File: src/lfss_pkg.sv
// lfss_pkg: constants and carrier types for the lock, fuse and signature store
// assumes: included before all lfss design modules
package lfss_pkg;
  // lock byte layout, all bits read 1 when unprogrammed
  localparam int          LFSS_LOCK_LOW_BIT   = 0;
  localparam int          LFSS_LOCK_HIGH_BIT  = 1;
  localparam logic [7:0]  LFSS_LOCK_RESET     = 8'hFF;
  localparam logic [7:0]  LFSS_LOCK_UNUSED    = 8'hFC;
  // extended fuse byte
  localparam int          LFSS_SELF_PROG_BIT  = 0;
  localparam logic [7:0]  LFSS_EXT_DEFAULT    = 8'hFF;
  localparam logic [7:0]  LFSS_EXT_UNUSED     = 8'hFE;
  // high fuse byte
  localparam int          LFSS_RST_DIS_BIT    = 7;
  localparam int          LFSS_DEBUG_BIT      = 6;
  localparam int          LFSS_SERIAL_BIT     = 5;
  localparam int          LFSS_WDT_ON_BIT     = 4;
  localparam int          LFSS_PRESERVE_BIT   = 3;
  localparam logic [7:0]  LFSS_HIGH_DEFAULT   = 8'hDF;
  // low fuse byte: divide-by-eight on, clock out off, start-up 10, source 0010
  localparam logic [7:0]  LFSS_LOW_DEFAULT    = 8'h62;
  // firmware pointer values for fuse and lock reads
  localparam logic [15:0] LFSS_PTR_FUSE_LOW   = 16'h0000;
  localparam logic [15:0] LFSS_PTR_LOCK       = 16'h0001;
  localparam logic [15:0] LFSS_PTR_FUSE_EXT   = 16'h0002;
  localparam logic [15:0] LFSS_PTR_FUSE_HIGH  = 16'h0003;
  // signature table indices
  localparam logic [7:0]  LFSS_SIG_IDX0       = 8'h00;
  localparam logic [7:0]  LFSS_SIG_IDX_CAL    = 8'h01;
  localparam logic [7:0]  LFSS_SIG_IDX1       = 8'h02;
  localparam logic [7:0]  LFSS_SIG_IDX2       = 8'h04;
  localparam logic [7:0]  LFSS_SIG_RESERVED   = 8'hFF;
  // control register bits
  localparam int          LFSS_CTL_STORE_EN   = 0;
  localparam int          LFSS_CTL_READ_FUSE  = 3;
  localparam int          LFSS_CTL_READ_SIG   = 5;
  localparam logic [7:0]  LFSS_CTL_MASK       = 8'h29;
  // arm window of the read request, in cycles
  localparam logic [1:0]  LFSS_ARM_CYCLES     = 2'h3;

  typedef enum logic [1:0] {
    LFSS_TGT_LOCK,
    LFSS_TGT_EXT,
    LFSS_TGT_HIGH,
    LFSS_TGT_LOW
  } lfss_target_t;

  typedef enum logic [1:0] {
    LFSS_PORT_NONE,
    LFSS_PORT_SERIAL,
    LFSS_PORT_HV
  } lfss_port_t;

  // programmer request
  typedef struct packed {
    logic         write;
    logic         erase;
    lfss_target_t target;
    logic [7:0]   data;
  } lfss_prog_req_t;

  // decoded working settings
  typedef struct packed {
    logic self_prog_enable;
    logic debug_link_enable;
    logic watchdog_forced_on;
    logic ext_reset_disabled;
    logic data_memory_preserve;
    logic [7:0] clock_setup;
  } lfss_settings_t;

  // protection decisions
  typedef struct packed {
    logic program_allowed;
    logic verify_allowed;
    logic fuse_change_allowed;
    logic debug_allowed;
  } lfss_protect_t;
endpackage

File: src/lfss_protect.sv
// lfss_protect: decodes lock bits and latched fuses into protection decisions
// assumes: purely combinational, output registered by the caller
module lfss_protect
  import lfss_pkg::*;
(
  input  wire logic [7:0]    lock_bit_byte,
  input  wire logic          debug_link_enable_fuse,
  input  wire logic          external_reset_disable_fuse,
  input  wire lfss_port_t    port,
  output lfss_protect_t      decision
);
  logic lock_bit_low;
  logic lock_bit_high;
  logic hv_only_ok;

  always_comb begin
    lock_bit_low  = lock_bit_byte[LFSS_LOCK_LOW_BIT];
    lock_bit_high = lock_bit_byte[LFSS_LOCK_HIGH_BIT];
    // reset pin given away: only high-voltage access may change anything
    hv_only_ok    = external_reset_disable_fuse || (port == LFSS_PORT_HV);
    // mode 1 leaves everything open, mode 2 blocks writes, mode 3 also reads
    decision.program_allowed     = lock_bit_low && hv_only_ok;
    decision.verify_allowed      = lock_bit_low || lock_bit_high;
    decision.fuse_change_allowed = lock_bit_low && hv_only_ok;
    // an enabled debug fuse keeps the link open despite locks
    decision.debug_allowed       = !debug_link_enable_fuse || lock_bit_low;
  end
endmodule

File: src/lfss_sig_table.sv
// lfss_sig_table: read-only signature and calibration imprint table
// assumes: index valid whenever read; reserved entries return a fixed filler
module lfss_sig_table
  import lfss_pkg::*;
#(
  parameter logic [7:0] SIG_BYTE0   = 8'hA5,  // arbitrary identity value
  parameter logic [7:0] SIG_BYTE1   = 8'h5A,  // arbitrary identity value
  parameter logic [7:0] SIG_BYTE2   = 8'h3C,  // arbitrary identity value
  parameter logic [7:0] CALIBRATION = 8'h80
)(
  input  wire logic [7:0] index,
  output logic [7:0]      data
);
  always_comb begin
    case (index)
      LFSS_SIG_IDX0:    data = SIG_BYTE0;
      LFSS_SIG_IDX_CAL: data = CALIBRATION;
      LFSS_SIG_IDX1:    data = SIG_BYTE1;
      LFSS_SIG_IDX2:    data = SIG_BYTE2;
      default:          data = LFSS_SIG_RESERVED;
    endcase
  end
endmodule

File: src/lfss_store.sv
// lfss_store: lock bits, three fuse bytes, working fuse latches and read-back
// assumes: rst is the power-up reset; programmer and firmware inputs are synchronous
module lfss_store
  import lfss_pkg::*;
#(
  parameter logic [7:0] SIG_BYTE0   = 8'hA5,  // arbitrary identity value
  parameter logic [7:0] SIG_BYTE1   = 8'h5A,  // arbitrary identity value
  parameter logic [7:0] SIG_BYTE2   = 8'h3C,  // arbitrary identity value
  parameter logic [7:0] CALIBRATION = 8'h80
)(
  input  wire logic           clk,
  input  wire logic           rst,
  input  wire lfss_port_t     prog_port,
  input  wire lfss_prog_req_t prog_req,
  input  wire logic           prog_read,
  input  wire logic [7:0]     prog_sig_index,
  input  wire logic           ctl_write,
  input  wire logic [7:0]     ctl_wdata,
  input  wire logic           fw_load,
  input  wire logic [15:0]    fw_pointer,
  input  wire logic           osc_cal_write,
  input  wire logic [7:0]     osc_cal_wdata,
  output logic [7:0]          prog_rdata,
  output logic                prog_refused,
  output logic [7:0]          prog_sig_data,
  output logic [7:0]          fw_rdata,
  output logic                fw_rvalid,
  output logic [7:0]          self_program_control_register,
  output logic [7:0]          oscillator_calibration_register,
  output lfss_settings_t      settings,
  output lfss_protect_t       protect,
  output logic                store_instruction_enable,
  output logic                data_erase_on_chip_erase
);
  typedef struct packed {
    logic [7:0]     lock;
    logic [7:0]     fuse_ext;
    logic [7:0]     fuse_high;
    logic [7:0]     fuse_low;
    logic [7:0]     work_ext;
    logic [7:0]     work_high;
    logic [7:0]     work_low;
    logic           in_prog;
    logic [7:0]     ctl;
    logic [1:0]     arm;
    logic [7:0]     osc_cal;
    logic           cal_loaded;
    logic [7:0]     prog_rdata;
    logic           prog_refused;
    logic [7:0]     prog_sig;
    logic [7:0]     fw_rdata;
    logic           fw_rvalid;
    lfss_settings_t settings;
    lfss_protect_t  protect;
    logic           spm_en;
    logic           erase_data;
  } lfss_state_t;

  lfss_state_t   state_reg;
  lfss_state_t   state_next;
  lfss_protect_t decision;
  logic [7:0]    sig_fw_data;
  logic [7:0]    sig_prog_data;
  logic [7:0]    sig_cal_data;
  logic [7:0]    lock_view;
  logic [7:0]    ext_view;
  logic [7:0]    fuse_wr;
  logic          entering;
  logic          fuse_ok;

  lfss_protect u_protect (
    .lock_bit_byte               (state_reg.lock),
    .debug_link_enable_fuse      (state_reg.work_high[LFSS_DEBUG_BIT]),
    .external_reset_disable_fuse (state_reg.work_high[LFSS_RST_DIS_BIT]),
    .port                        (prog_port),
    .decision                    (decision)
  );

  lfss_sig_table #(
    .SIG_BYTE0   (SIG_BYTE0),
    .SIG_BYTE1   (SIG_BYTE1),
    .SIG_BYTE2   (SIG_BYTE2),
    .CALIBRATION (CALIBRATION)
  ) u_sig_fw (
    .index (fw_pointer[7:0]),
    .data  (sig_fw_data)
  );

  lfss_sig_table #(
    .SIG_BYTE0   (SIG_BYTE0),
    .SIG_BYTE1   (SIG_BYTE1),
    .SIG_BYTE2   (SIG_BYTE2),
    .CALIBRATION (CALIBRATION)
  ) u_sig_prog (
    .index (prog_sig_index),
    .data  (sig_prog_data)
  );

  lfss_sig_table #(
    .SIG_BYTE0   (SIG_BYTE0),
    .SIG_BYTE1   (SIG_BYTE1),
    .SIG_BYTE2   (SIG_BYTE2),
    .CALIBRATION (CALIBRATION)
  ) u_sig_cal (
    .index (LFSS_SIG_IDX_CAL),
    .data  (sig_cal_data)
  );

  always_comb begin
    state_next = state_reg;
    lock_view  = state_reg.lock | LFSS_LOCK_UNUSED;
    ext_view   = state_reg.fuse_ext | LFSS_EXT_UNUSED;
    entering   = (prog_port != LFSS_PORT_NONE) && !state_reg.in_prog;
    fuse_ok    = decision.fuse_change_allowed;
    fuse_wr    = prog_req.data;
    state_next.prog_refused = 1'b0;
    state_next.fw_rvalid    = 1'b0;

    // working latches follow the stored fuses on entry to programming and
    // while outside it, so values written inside act only after exit, except the preserve fuse
    state_next.in_prog = (prog_port != LFSS_PORT_NONE);
    if (entering || prog_port == LFSS_PORT_NONE) begin
      state_next.work_ext  = state_reg.fuse_ext;
      state_next.work_high = state_reg.fuse_high;
      state_next.work_low  = state_reg.fuse_low;
    end

    if (prog_port != LFSS_PORT_NONE && prog_req.erase) begin
      // fuses untouched by erase; only the lock bits go back to 1
      state_next.lock = LFSS_LOCK_RESET;
    end else if (prog_port != LFSS_PORT_NONE && prog_req.write) begin
      case (prog_req.target)
        LFSS_TGT_LOCK: begin
          // lock bits can only be programmed toward 0
          state_next.lock = state_reg.lock & prog_req.data;
        end
        LFSS_TGT_EXT: begin
          if (fuse_ok) state_next.fuse_ext = prog_req.data;
          else state_next.prog_refused = 1'b1;
        end
        LFSS_TGT_HIGH: begin
          // serial port cannot touch its own enable fuse
          if (prog_port == LFSS_PORT_SERIAL) begin
            fuse_wr[LFSS_SERIAL_BIT] = state_reg.fuse_high[LFSS_SERIAL_BIT];
          end
          if (fuse_ok) state_next.fuse_high = fuse_wr;
          else state_next.prog_refused = 1'b1;
        end
        LFSS_TGT_LOW: begin
          if (fuse_ok) state_next.fuse_low = prog_req.data;
          else state_next.prog_refused = 1'b1;
        end
        default: state_next.prog_refused = 1'b1;
      endcase
    end

    // programmer read-back of locks and fuses; signature always readable
    if (prog_read) begin
      case (prog_req.target)
        LFSS_TGT_LOCK: state_next.prog_rdata = lock_view;
        LFSS_TGT_EXT:  state_next.prog_rdata = ext_view;
        LFSS_TGT_HIGH: state_next.prog_rdata = state_reg.fuse_high;
        LFSS_TGT_LOW:  state_next.prog_rdata = state_reg.fuse_low;
        default:       state_next.prog_rdata = LFSS_SIG_RESERVED;
      endcase
    end
    state_next.prog_sig = sig_prog_data;

    // firmware control register arms a read for three cycles
    if (ctl_write) begin
      state_next.ctl = ctl_wdata & LFSS_CTL_MASK;
      state_next.arm = ctl_wdata[LFSS_CTL_STORE_EN] ? LFSS_ARM_CYCLES : 2'h0;
    end else if (state_reg.arm != 2'h0) begin
      state_next.arm = state_reg.arm - 2'h1;
      if (state_reg.arm == 2'h1 || fw_load) state_next.ctl = 8'h00;
    end
    if (fw_load && state_reg.arm != 2'h0) begin
      // a control write in the same cycle re-arms and wins over the auto-clear
      if (!ctl_write) begin
        state_next.arm = 2'h0;
        state_next.ctl = 8'h00;
      end
      state_next.fw_rvalid = 1'b1;
      if (state_reg.ctl[LFSS_CTL_READ_SIG]) begin
        state_next.fw_rdata = sig_fw_data;
      end else if (state_reg.ctl[LFSS_CTL_READ_FUSE]) begin
        case (fw_pointer)
          LFSS_PTR_FUSE_LOW:  state_next.fw_rdata = state_reg.fuse_low;
          LFSS_PTR_LOCK:      state_next.fw_rdata = lock_view;
          LFSS_PTR_FUSE_EXT:  state_next.fw_rdata = ext_view;
          LFSS_PTR_FUSE_HIGH: state_next.fw_rdata = state_reg.fuse_high;
          default:            state_next.fw_rdata = LFSS_SIG_RESERVED;
        endcase
      end else begin
        state_next.fw_rvalid = 1'b0;
      end
    end

    // calibration copied once while coming out of reset
    if (!state_reg.cal_loaded) begin
      state_next.osc_cal    = sig_cal_data;
      state_next.cal_loaded = 1'b1;
    end else if (osc_cal_write) begin
      state_next.osc_cal = osc_cal_wdata;
    end

    state_next.settings.self_prog_enable     = !state_reg.work_ext[LFSS_SELF_PROG_BIT];
    state_next.settings.debug_link_enable    = !state_reg.work_high[LFSS_DEBUG_BIT]
                                               && decision.debug_allowed;
    state_next.settings.watchdog_forced_on   = !state_reg.work_high[LFSS_WDT_ON_BIT];
    state_next.settings.ext_reset_disabled   = !state_reg.work_high[LFSS_RST_DIS_BIT];
    // preserve acts from the stored fuse, not the working latch
    state_next.settings.data_memory_preserve = !state_reg.fuse_high[LFSS_PRESERVE_BIT];
    state_next.settings.clock_setup          = state_reg.work_low;
    state_next.protect    = decision;
    state_next.spm_en     = !state_reg.work_ext[LFSS_SELF_PROG_BIT];
    state_next.erase_data = state_reg.fuse_high[LFSS_PRESERVE_BIT];
  end

  always_ff @(posedge clk) begin
    if (rst) begin
      state_reg            <= '0;
      state_reg.lock       <= LFSS_LOCK_RESET;
      state_reg.fuse_ext   <= LFSS_EXT_DEFAULT;
      state_reg.fuse_high  <= LFSS_HIGH_DEFAULT;
      state_reg.fuse_low   <= LFSS_LOW_DEFAULT;
      // power-up latch of the defaults into the working copies
      state_reg.work_ext   <= LFSS_EXT_DEFAULT;
      state_reg.work_high  <= LFSS_HIGH_DEFAULT;
      state_reg.work_low   <= LFSS_LOW_DEFAULT;
      state_reg.prog_rdata <= LFSS_SIG_RESERVED;
      state_reg.prog_sig   <= LFSS_SIG_RESERVED;
      state_reg.fw_rdata   <= LFSS_SIG_RESERVED;
    end else begin
      state_reg <= state_next;
    end
  end

  always_comb begin
    prog_rdata                      = state_reg.prog_rdata;
    prog_refused                    = state_reg.prog_refused;
    prog_sig_data                   = state_reg.prog_sig;
    fw_rdata                        = state_reg.fw_rdata;
    fw_rvalid                       = state_reg.fw_rvalid;
    self_program_control_register   = state_reg.ctl;
    oscillator_calibration_register = state_reg.osc_cal;
    settings                        = state_reg.settings;
    protect                         = state_reg.protect;
    store_instruction_enable        = state_reg.spm_en;
    data_erase_on_chip_erase        = state_reg.erase_data;
  end
endmodule

File: config.mk
export PLATFORM = sky130hd
export DESIGN_NAME = lfss_store
export DESIGN_NICKNAME = d
export VERILOG_FILES = /design/src/lfss_pkg.sv /design/src/lfss_protect.sv /design/src/lfss_sig_table.sv /design/src/lfss_store.sv
export SDC_FILE = /design/constraint.sdc
export NUM_CORES = 1
export LEC_CHECK = 0
export BUFFER_PORTS_ARGS = -buffer_cell sky130_fd_sc_hd__buf_2
export CAP_MARGIN = 40
export CORE_UTILIZATION = 35
export DETAILED_ROUTE_END_ITERATION = 8
export PLACE_DENSITY = 0.61
export SYNTH_ARGS = -nofsm -noshare
export SYNTH_HDL_FRONTEND = slang
export SYNTH_SLANG_ARGS = --single-unit
File: constraint.sdc
create_clock -name clk -period 1.3 [get_ports clk]
set_input_delay 0.065 -clock clk [delete_from_list [all_inputs] [get_ports clk]]
set_output_delay 0.065 -clock clk [all_outputs]
set_load 0.01 [all_outputs]
==> flow_summary_export.csv, run 1 <==
group,metric,value,unit
status,run_status,"finished, violations left",
status,violations,"negative setup slack",
floorplan,floorplan.die.width,107.2,um
critical_path,worstSetupEndpointType,"register",
cells_and_area,multi_input_comb_area,0.001588,mm2
cts,cts.clk_slew.worst_paths,90,ps
detailed_routing,post_route_m1_wl,4035,um
cells_and_area,finish.instance_area,0.004991,mm2
timing,setup_slack,-148.5,ps
timing,fin_crit_sh,1.114,
worst_hold_path,worstHoldPathType,"in2reg",
power_and_ir_drop,cellLeakagePower,2.149,nW
power_and_ir_drop,power.internal,4.182,mW
global_routing,global_route.overflow_total,0,
timing,worst-slew-pin-transition,525.7,ps
timing,finalClockSkew,5.524,ps
cells_and_area,largest_register_ffs,23,
global_routing,wire_length_of_the_first_global_routing_pass,14260,um
synthesis,synth.cells.most_frequent,"sky130_fd_sc_hd__dfxtp_1 (91), sky130_fd_sc_hd__nand2_1 (61), sky130_fd_sc_hd__buf_4 (58), sky130_fd_sc_hd__nor2_1 (36), sky130_fd_sc_hd__mux2i_1 (26)",
cts,cts_root_buffer,"sky130_fd_sc_hd__clkbuf_8",
synthesis,synth.distinct_cells,48,
placement,io_buffers,115,
detailed_routing,drt_first_pass_iters,5,
synthesis,synth_area,0.003874,mm2
critical_path,worst-path-max-fanout,3,
timing,period_minus_slack,1449,ps
flow_run,drv.max_cap_violation_count,0,
detailed_routing,detail_route.wl_per_cell,13.19,um
synthesis,synth_edf_count,0,
critical_path,crit_buf_inv,3,
critical_path,timing_worst_setup_path_type,"reg2reg",
synthesis,synth.most_common_cell,"sky130_fd_sc_hd__dfxtp_1",
detailed_routing,ant_nets,0,
placement,post-place-cells,623,
synthesis,synth_ff_type,"sky130_fd_sc_hd__dfxtp_1",
cells_and_area,stdcell_count,673,
cells_and_area,antenna_cells_inserted,0,
cells_and_area,seq_area,0.001828,mm2
power_and_ir_drop,seq_power_share,0.522,
cts,number_of_cts_inserted_buffers,9,
critical_path,cpMaxStageDelayCell,"sky130_fd_sc_hd__mux4_2",
cells_and_area,utilization,0.4624,
synthesis,synthCells,413,
synthesis,yosys.area.top_type_share,0.4703,
detailed_routing,drt_wl_total,8874,um
global_routing,pin_count_of_the_biggest_net_entering_global_routing,32,
floorplan,fp-row-count,38,
synthesis,post_synthesis_area_per_instance,9.379,um2
timing,fin_worst_hold_slack,21.82,ps
synthesis,synth_warnings,0,
critical_path,crit_path_start_kind,"register",
timing,finalHoldViolations,0,
floorplan,fp.coreArea,0.01079,mm2
timing,grt_setup_unrepaired,"yes",
placement,dpl.hpwl,6495,um
detailed_routing,remaining_drc_errors,0,
power_and_ir_drop,combPwrFrac,0.125,
detailed_routing,detailroute.via_count,3120,
cells_and_area,area.growth.synth_to_final,28.84,%
timing,drv_slew,0,
floorplan,fp.dieArea,0.01149,mm2
cells_and_area,fill_cells,1023,
cts,cts_buffer_depth,2,
synthesis,top_cells_by_area_in_the_synthesized_netlist,"sky130_fd_sc_hd__dfxtp_1 (47%), sky130_fd_sc_hd__buf_4 (11%), sky130_fd_sc_hd__mux2i_1 (6.7%), sky130_fd_sc_hd__nand2_1 (5.9%), sky130_fd_sc_hd__nor2_1 (3.5%)",
timing,timing.final.setup_violations,22,
power_and_ir_drop,total_power,5.580,mW
timing,relSlewSlack,0.6483,
synthesis,yosysTopAreaCell,"sky130_fd_sc_hd__dfxtp_1",
detailed_routing,detailroute.wirelength.met3,443,um
detailed_routing,detail_route.iter0.violations,110,
floorplan,floorplan.initialDensity,0.3589,
power_and_ir_drop,irDropWorstVdd,0.6288,mV
cells_and_area,drive_above_1_share,0.3846,
cells_and_area,final_nets,588,
floorplan,number_of_i_o_pins,121,
critical_path,worstPathCellList,"buf_4 > buf_6 > buf_6 > mux4_2 > mux2i_1 > nand2_1",
global_routing,groute.usage.overall,0.1611,
synthesis,synth.net_count,473,
cts,cts_tree,"built",
synthesis,async_reset_ff_frac,0,
timing,fmax,0.6904,GHz
detailed_routing,met2WireLength,4237,um
cts,htreeDepth,3,
critical_path,worst_ep_required_time,1560,ps
global_routing,via_count_of_the_first_global_routing_pass,2996,
power_and_ir_drop,power_switching,1.397,mW
cts,clk-insertion-delay-late,360,ps
critical_path,critPathArrivalTime,1700,ps
global_routing,antenna_found_initial,0,
critical_path,worst_path_most_repeated_cell,"sky130_fd_sc_hd__buf_6",
critical_path,cp_slowest_stage_delay,460,ps
synthesis,synth_seq_area_share,0.4703,
placement,post_detailed_placement_cell_area,0.004355,mm2
floorplan,die_y,107.2,um
power_and_ir_drop,power_density,1118,mW/mm2
synthesis,synth_seq_cells,91,
power_and_ir_drop,sw_frac_of_total,0.2504,
detailed_routing,highest-signal-layer,"met4",
power_and_ir_drop,proportion_of_power_drawn_by_the_clock_network,0.353,
critical_path,critical_path.top_delay_family,"multiplexers",
cts,cts_sinks,91,
detailed_routing,routed_via_density,4.636,
placement,global_placer_s_final_weighted_congestion,0.8315,
cell families after synthesis:
family                    Yosys count  share of synthesized area
buffers and inverters              80                     0.1421
AOI/OAI and AO/OA                  55                    0.09399
and+or+nand+nor                   146                     0.1793
xor gates and xnor gates            5                    0.01131
DFF                                91                     0.4703
muxes                              36                     0.1030
cells in the final DEF, fill, tap and decap left out, types with 2 or more instances in the layout:
master | synthesis | final
sky130_fd_sc_hd__clkbuf_8 | 0 | 10
sky130_fd_sc_hd__and3_1 | 6 | 6
sky130_fd_sc_hd__nor4b_4 | 0 | 2
sky130_fd_sc_hd__nand3_1 | 11 | 11
sky130_fd_sc_hd__buf_4 | 58 | 32
sky130_fd_sc_hd__dfxtp_1 | 91 | 86
sky130_fd_sc_hd__o21ai_1 | 0 | 4
sky130_fd_sc_hd__buf_2 | 2 | 115
sky130_fd_sc_hd__xnor2_1 | 3 | 3
sky130_fd_sc_hd__a21oi_1 | 21 | 18
sky130_fd_sc_hd__nand2_1 | 61 | 61
sky130_fd_sc_hd__a21oi_2 | 0 | 3
sky130_fd_sc_hd__nor2_1 | 36 | 36
sky130_fd_sc_hd__mux2i_1 | 26 | 25
sky130_fd_sc_hd__nor3_4 | 1 | 2
sky130_fd_sc_hd__a221o_1 | 4 | 4
sky130_fd_sc_hd__a221o_2 | 3 | 3
sky130_fd_sc_hd__nor3_1 | 2 | 2
sky130_fd_sc_hd__a22oi_1 | 2 | 2
sky130_fd_sc_hd__mux4_2 | 1 | 2
sky130_fd_sc_hd__clkinvlp_4 | 0 | 2
sky130_fd_sc_hd__nor2b_1 | 9 | 9
sky130_fd_sc_hd__buf_6 | 4 | 3
sky130_fd_sc_hd__dfxtp_2 | 0 | 5
sky130_fd_sc_hd__and2_1 | 2 | 2
sky130_fd_sc_hd__xor2_1 | 2 | 2
sky130_fd_sc_hd__buf_12 | 0 | 2
sky130_fd_sc_hd__mux2_2 | 8 | 8
sky130_fd_sc_hd__a221oi_1 | 2 | 2
sky130_fd_sc_hd__o21ai_0 | 9 | 5
sky130_fd_sc_hd__nand2b_1 | 2 | 2
sky130_fd_sc_hd__inv_6 | 0 | 2
sky130_fd_sc_hd__o22ai_1 | 8 | 7
sky130_fd_sc_hd__inv_1 | 3 | 3
sky130_fd_sc_hd__dlygate4sd3_1 | 0 | 29
area by class of cell:
cell class | count | area share
Clock buffer | 10 | 0.02758
Clock inverter | 6 | 0.01429
Inverter | 3 | 0.002256
Multi-Input combinational cell | 242 | 0.3181
Sequential cell | 91 | 0.3663
Tap cell | 140 | 0.03510
Timing Repair Buffer | 181 | 0.2364
per-layer routing:
| layer | GRT usage | vias to the layer above |
|---|---|---|
| met5 | 0 | - |
| met4 | 0.07143 | 0 |
| li1 | - | 1573 |
| met2 | 0.2654 | 96 |
| met3 | 0.03526 | 12 |
| met1 | 0.2011 | 1439 |
through the flow:
step	TNS, ps	setup slack [ps]
after CTS	-937.1	-76.02
after detailed placement	-1080	-100.7
after global placement	-383.2	-50.12
after global routing	-3424	-199.1
final	-1257	-148.5
after floorplan	0	1.922
repair_timing:
action / CTS / global route
hold buffers: 29 / 0
buffers inserted: 1 / 3
pin swaps: 14 / 13
hold endpoints to repair: 39 / 0
resized for setup: 17 / 12
endpoints found under the setup margin: 22 / 27
cloned: 1 / 0
final timing paths:
| kind | startpoint | endpoint | slack, ps | cells after the start |
|---|---|---|---|---|
| setup reg to reg | lock_view[0] | prog_rdata[0] | -150 | 6 |
| hold reg to reg | state_reg[77] | settings[10] | 420 | 1 |
| hold / removal | prog_sig_index[4] | prog_sig_data[6] | 20 | 4 |
| setup / recovery | lock_view[0] | prog_rdata[0] | -150 | 6 |
worst min-delay path: stages:
cell and delay (ps):
sky130_fd_sc_hd__buf_2 80, sky130_fd_sc_hd__or4_4 120, sky130_fd_sc_hd__nor3_4 50, sky130_fd_sc_hd__nand2_1 40
power by group through the flow:
stage               Sequential (mW)  Combinational, mW  Clock [mW]
floorplan                      2.97              0.402           0
global placement               2.97              0.590           0
detailed placement             2.98              0.598           0
CTS                            2.91              0.682        2.04
global route                   2.92              0.767        2.15
finish                         2.91              0.696        1.97
Power figures use the tool's default switching activity.
==> inputs of run 2 (changes only) <==
--- a/config.mk
+++ b/config.mk
@@ -5,6 +5,7 @@
 export SDC_FILE = /design/constraint.sdc
 export NUM_CORES = 1
 export LEC_CHECK = 0
+export ABC_AREA = 1
 export BUFFER_PORTS_ARGS = -buffer_cell sky130_fd_sc_hd__buf_2
 export CAP_MARGIN = 40
 export CORE_UTILIZATION = 35
==> flow_summary_export.csv, run 2 <==
group,metric,value,unit
critical_path,cp_slowest_stage_delay,530,ps
cts,clk-insertion-delay-late,350,ps
critical_path,r2r-end,"state_reg[94]",
synthesis,synth_area,0.004066,mm2
timing,drv_slew,0,
detailed_routing,remaining_drc_errors,0,
placement,io_buffers,115,
worst_hold_path,worstHoldPathType,"in2reg",
cells_and_area,finish.instance_area,0.005056,mm2
synthesis,synth_warnings,0,
synthesis,synth.net_count,605,
timing,setup_tns_after_final_layout,0,ps
cells_and_area,layout_commonest_cell,"sky130_fd_sc_hd__buf_2",
cells_and_area,stdcell_count,787,
synthesis,post_synthesis_area_per_instance,7.461,um2
critical_path,critical_path.top_delay_family,"simple AND/OR/NAND/NOR gates",
cells_and_area,utilization,0.4564,
cts,cts_root_buffer,"sky130_fd_sc_hd__clkbuf_16",
floorplan,fp.dieArea,0.01205,mm2
global_routing,groute.usage.overall,0.1671,
synthesis,synth_edf_count,0,
critical_path,worst-r2r-setup-slack,120,ps
timing,fin_crit_sh,0.9474,
critical_path,worstSetupEndpoint,"prog_sig_data[5]",
cells_and_area,layout_common_cells,"sky130_fd_sc_hd__buf_2 (115), sky130_fd_sc_hd__nand2_1 (113), sky130_fd_sc_hd__dfxtp_1 (88)",
critical_path,worst-path-max-fanout,4,
placement,dpl.hpwl,6947,um
detailed_routing,drt_wl_total,9332,um
critical_path,worst_path_most_repeated_cell,"sky130_fd_sc_hd__nand2_1",
synthesis,synth_seq_cells,91,
detailed_routing,detailroute.via_count,3602,
power_and_ir_drop,cellLeakagePower,2.431,nW
synthesis,synth_ff_type,"sky130_fd_sc_hd__dfxtp_1",
placement,post_detailed_placement_cell_area,0.004456,mm2
floorplan,floorplan.die.width,109.8,um
global_routing,pin_count_of_the_biggest_net_entering_global_routing,31,
synthesis,synth.distinct_cells,25,
placement,pre_cts_slack,18.68,ps
synthesis,yosys.area.top_type_share,0.4480,
timing,timing.final.setup_violations,0,
synthesis,synth.most_common_cell,"sky130_fd_sc_hd__nand2_1",
detailed_routing,drt_first_pass_iters,4,
global_routing,wire_length_of_the_first_global_routing_pass,15370,um
cts,htreeDepth,3,
timing,worst-slew-pin-transition,368.0,ps
floorplan,fp.coreArea,0.01108,mm2
critical_path,timing.critical_path.depth,7,
synthesis,synth.cells.most_frequent,"sky130_fd_sc_hd__nand2_1 (115), sky130_fd_sc_hd__dfxtp_1 (91), sky130_fd_sc_hd__nor2_1 (69), sky130_fd_sc_hd__buf_4 (57), sky130_fd_sc_hd__inv_1 (48)",
synthesis,async_reset_ff_frac,0,
critical_path,worst_ep_required_time,1530,ps
critical_path,r2r-start,"state_reg[80]",
cells_and_area,area.growth.synth_to_final,24.34,%
timing,fmax,0.8119,GHz
power_and_ir_drop,power_density,1228,mW/mm2
detailed_routing,ant_nets,0,
critical_path,crit_buf_inv,2,
cts,cts_sinks,91,
floorplan,die_y,109.8,um
cells_and_area,drive_above_1_share,0.2890,
detailed_routing,detail_route.wl_per_cell,11.86,um
global_routing,antenna_found_initial,0,
critical_path,cpMaxStageDelayCell,"sky130_fd_sc_hd__dlygate4sd3_1",
cells_and_area,antenna_cells_inserted,0,
cts,cts_buffer_depth,2,
cts,cts_tree,"built",
detailed_routing,routed_via_density,4.577,
critical_path,critPathArrivalTime,1460,ps
cells_and_area,largest_register_ffs,23,
cts,cts.clk_slew.worst_paths,60,ps
timing,relSlewSlack,0.7544,
timing,grt_setup_unrepaired,"yes",
global_routing,via_count_of_the_first_global_routing_pass,3444,
placement,post-place-cells,745,
flow_run,drv.max_cap_violation_count,0,
floorplan,number_of_i_o_pins,121,
synthesis,top_cells_by_area_in_the_synthesized_netlist,"sky130_fd_sc_hd__dfxtp_1 (45%), sky130_fd_sc_hd__nand2_1 (11%), sky130_fd_sc_hd__buf_4 (11%), sky130_fd_sc_hd__nor2_1 (6.4%), sky130_fd_sc_hd__a21oi_1 (5.8%)",
power_and_ir_drop,irDropWorstVdd,0.7679,mV
critical_path,worstPathCellList,"dlygate4sd3_1 > buf_2 > or2_2 > nor3_2 > nand2_1 > nand2_1 > nand3_1",
critical_path,timing_worst_setup_path_type,"in2reg",
synthesis,synthCells,545,
global_routing,global_route.overflow_total,0,
critical_path,crit_path_start_kind,"input port",
timing,setup_slack,68.37,ps
cts,number_of_cts_inserted_buffers,9,
timing,period_minus_slack,1232,ps
synthesis,yosysTopAreaCell,"sky130_fd_sc_hd__dfxtp_1",
floorplan,floorplan.initialDensity,0.3671,
critical_path,rr_worst_depth,8,
critical_path,worstSetupEndpointType,"register",
floorplan,fp-row-count,38,
detailed_routing,detail_route.iter0.violations,212,
cells_and_area,final_nets,702,
timing,finalHoldViolations,0,
status,run_status,"complete, no violations",
synthesis,synth_seq_area_share,0.4480,
placement,global_placer_s_final_weighted_congestion,0.8807,
power_and_ir_drop,total_power,6.210,mW
timing,finalClockSkew,9.270,ps
timing,fin_worst_hold_slack,33.61,ps
critical_path,startpoint,"prog_sig_index[2]",
-- run 2: cell types whose count changed after synthesis, moves of 9 or more --
cell	change
sky130_fd_sc_hd__nor2b_1	-9
sky130_fd_sc_hd__o21ai_0	+20
sky130_fd_sc_hd__nand3_1	+19
sky130_fd_sc_hd__nand2_1	+54
sky130_fd_sc_hd__a21oi_1	+26
sky130_fd_sc_hd__inv_1	+45
sky130_fd_sc_hd__nor2_1	+33
sky130_fd_sc_hd__mux2i_1	-26
-- run 2: kinds of logic (layout without fill, tap and decap cells) --
kind of cell	Yosys count	after routing	share of synthesized area
buffers and inverters	122	224	0.1695
DFF	91	91	0.4480
and+or+nand+nor	240	240	0.2575
AOI/OAI and AO/OA	92	92	0.1249
-- run 2: per-layer routing --
layer  global-route usage  part of all wire  wire length, um  vias to the layer above
met5                    0                 0                0                        -
met4              0.07333             0.021              192                        0
met3              0.04564             0.069              641                       15
met2               0.2817              0.46             4298                      120
met1               0.1978              0.45             4201                     1587
li1                     -                 -                -                     1880
-- run 2: power by group --
| group | switching [mW] | internal, mW |
|---|---|---|
| logic | 0.353 | 0.281 |
| clock network | 1.20 | 1.42 |
| registers | 0.0578 | 2.90 |
-- run 2: final cells by class --
| class | count | area [um2] |
|---|---|---|
| Timing Repair Buffer | 158 | 972.2 |
| Clock buffer | 10 | 239.0 |
| Multi-Input combinational cell | 332 | 1587 |
| Fill cell | 1155 | 6022 |
| Clock inverter | 6 | 67.56 |
| Inverter | 50 | 190.2 |
| Tap cell | 140 | 175.2 |
| Sequential cell | 91 | 1826 |
-- run 2: how the worst min path moves through the flow --
stage                                 start                to  slack (ps)  cells after the start
after floorplan           prog_sig_index[2]  prog_sig_data[6]         170                      1
after global placement         prog_port[0]     state_reg[64]         300                      3
after detailed placement        prog_req[2]     state_reg[99]         300                      3
after CTS                 prog_sig_index[1]  prog_sig_data[4]          10                      3
after global routing           ctl_wdata[0]          register          30                      3
final                               fw_load     state_reg[55]          30                      4
-- run 2: worst min-delay path: stages --
cell	delay, ps
sky130_fd_sc_hd__buf_2	90
sky130_fd_sc_hd__nor2_1	60
sky130_fd_sc_hd__nand3_1	60
sky130_fd_sc_hd__a21oi_1	50
-- run 2: what timing repair did --
| item | CTS | global route |
|---|---|---|
| setup endpoints to repair | 4 | 26 |
| gates resized for setup | 1 | 15 |
| pin swaps | 0 | 2 |
| endpoints found under the hold margin | 28 | 0 |
| buffers inserted | 0 | 2 |
| hold buffers | 23 | 0 |
| gates cloned | 0 | 1 |
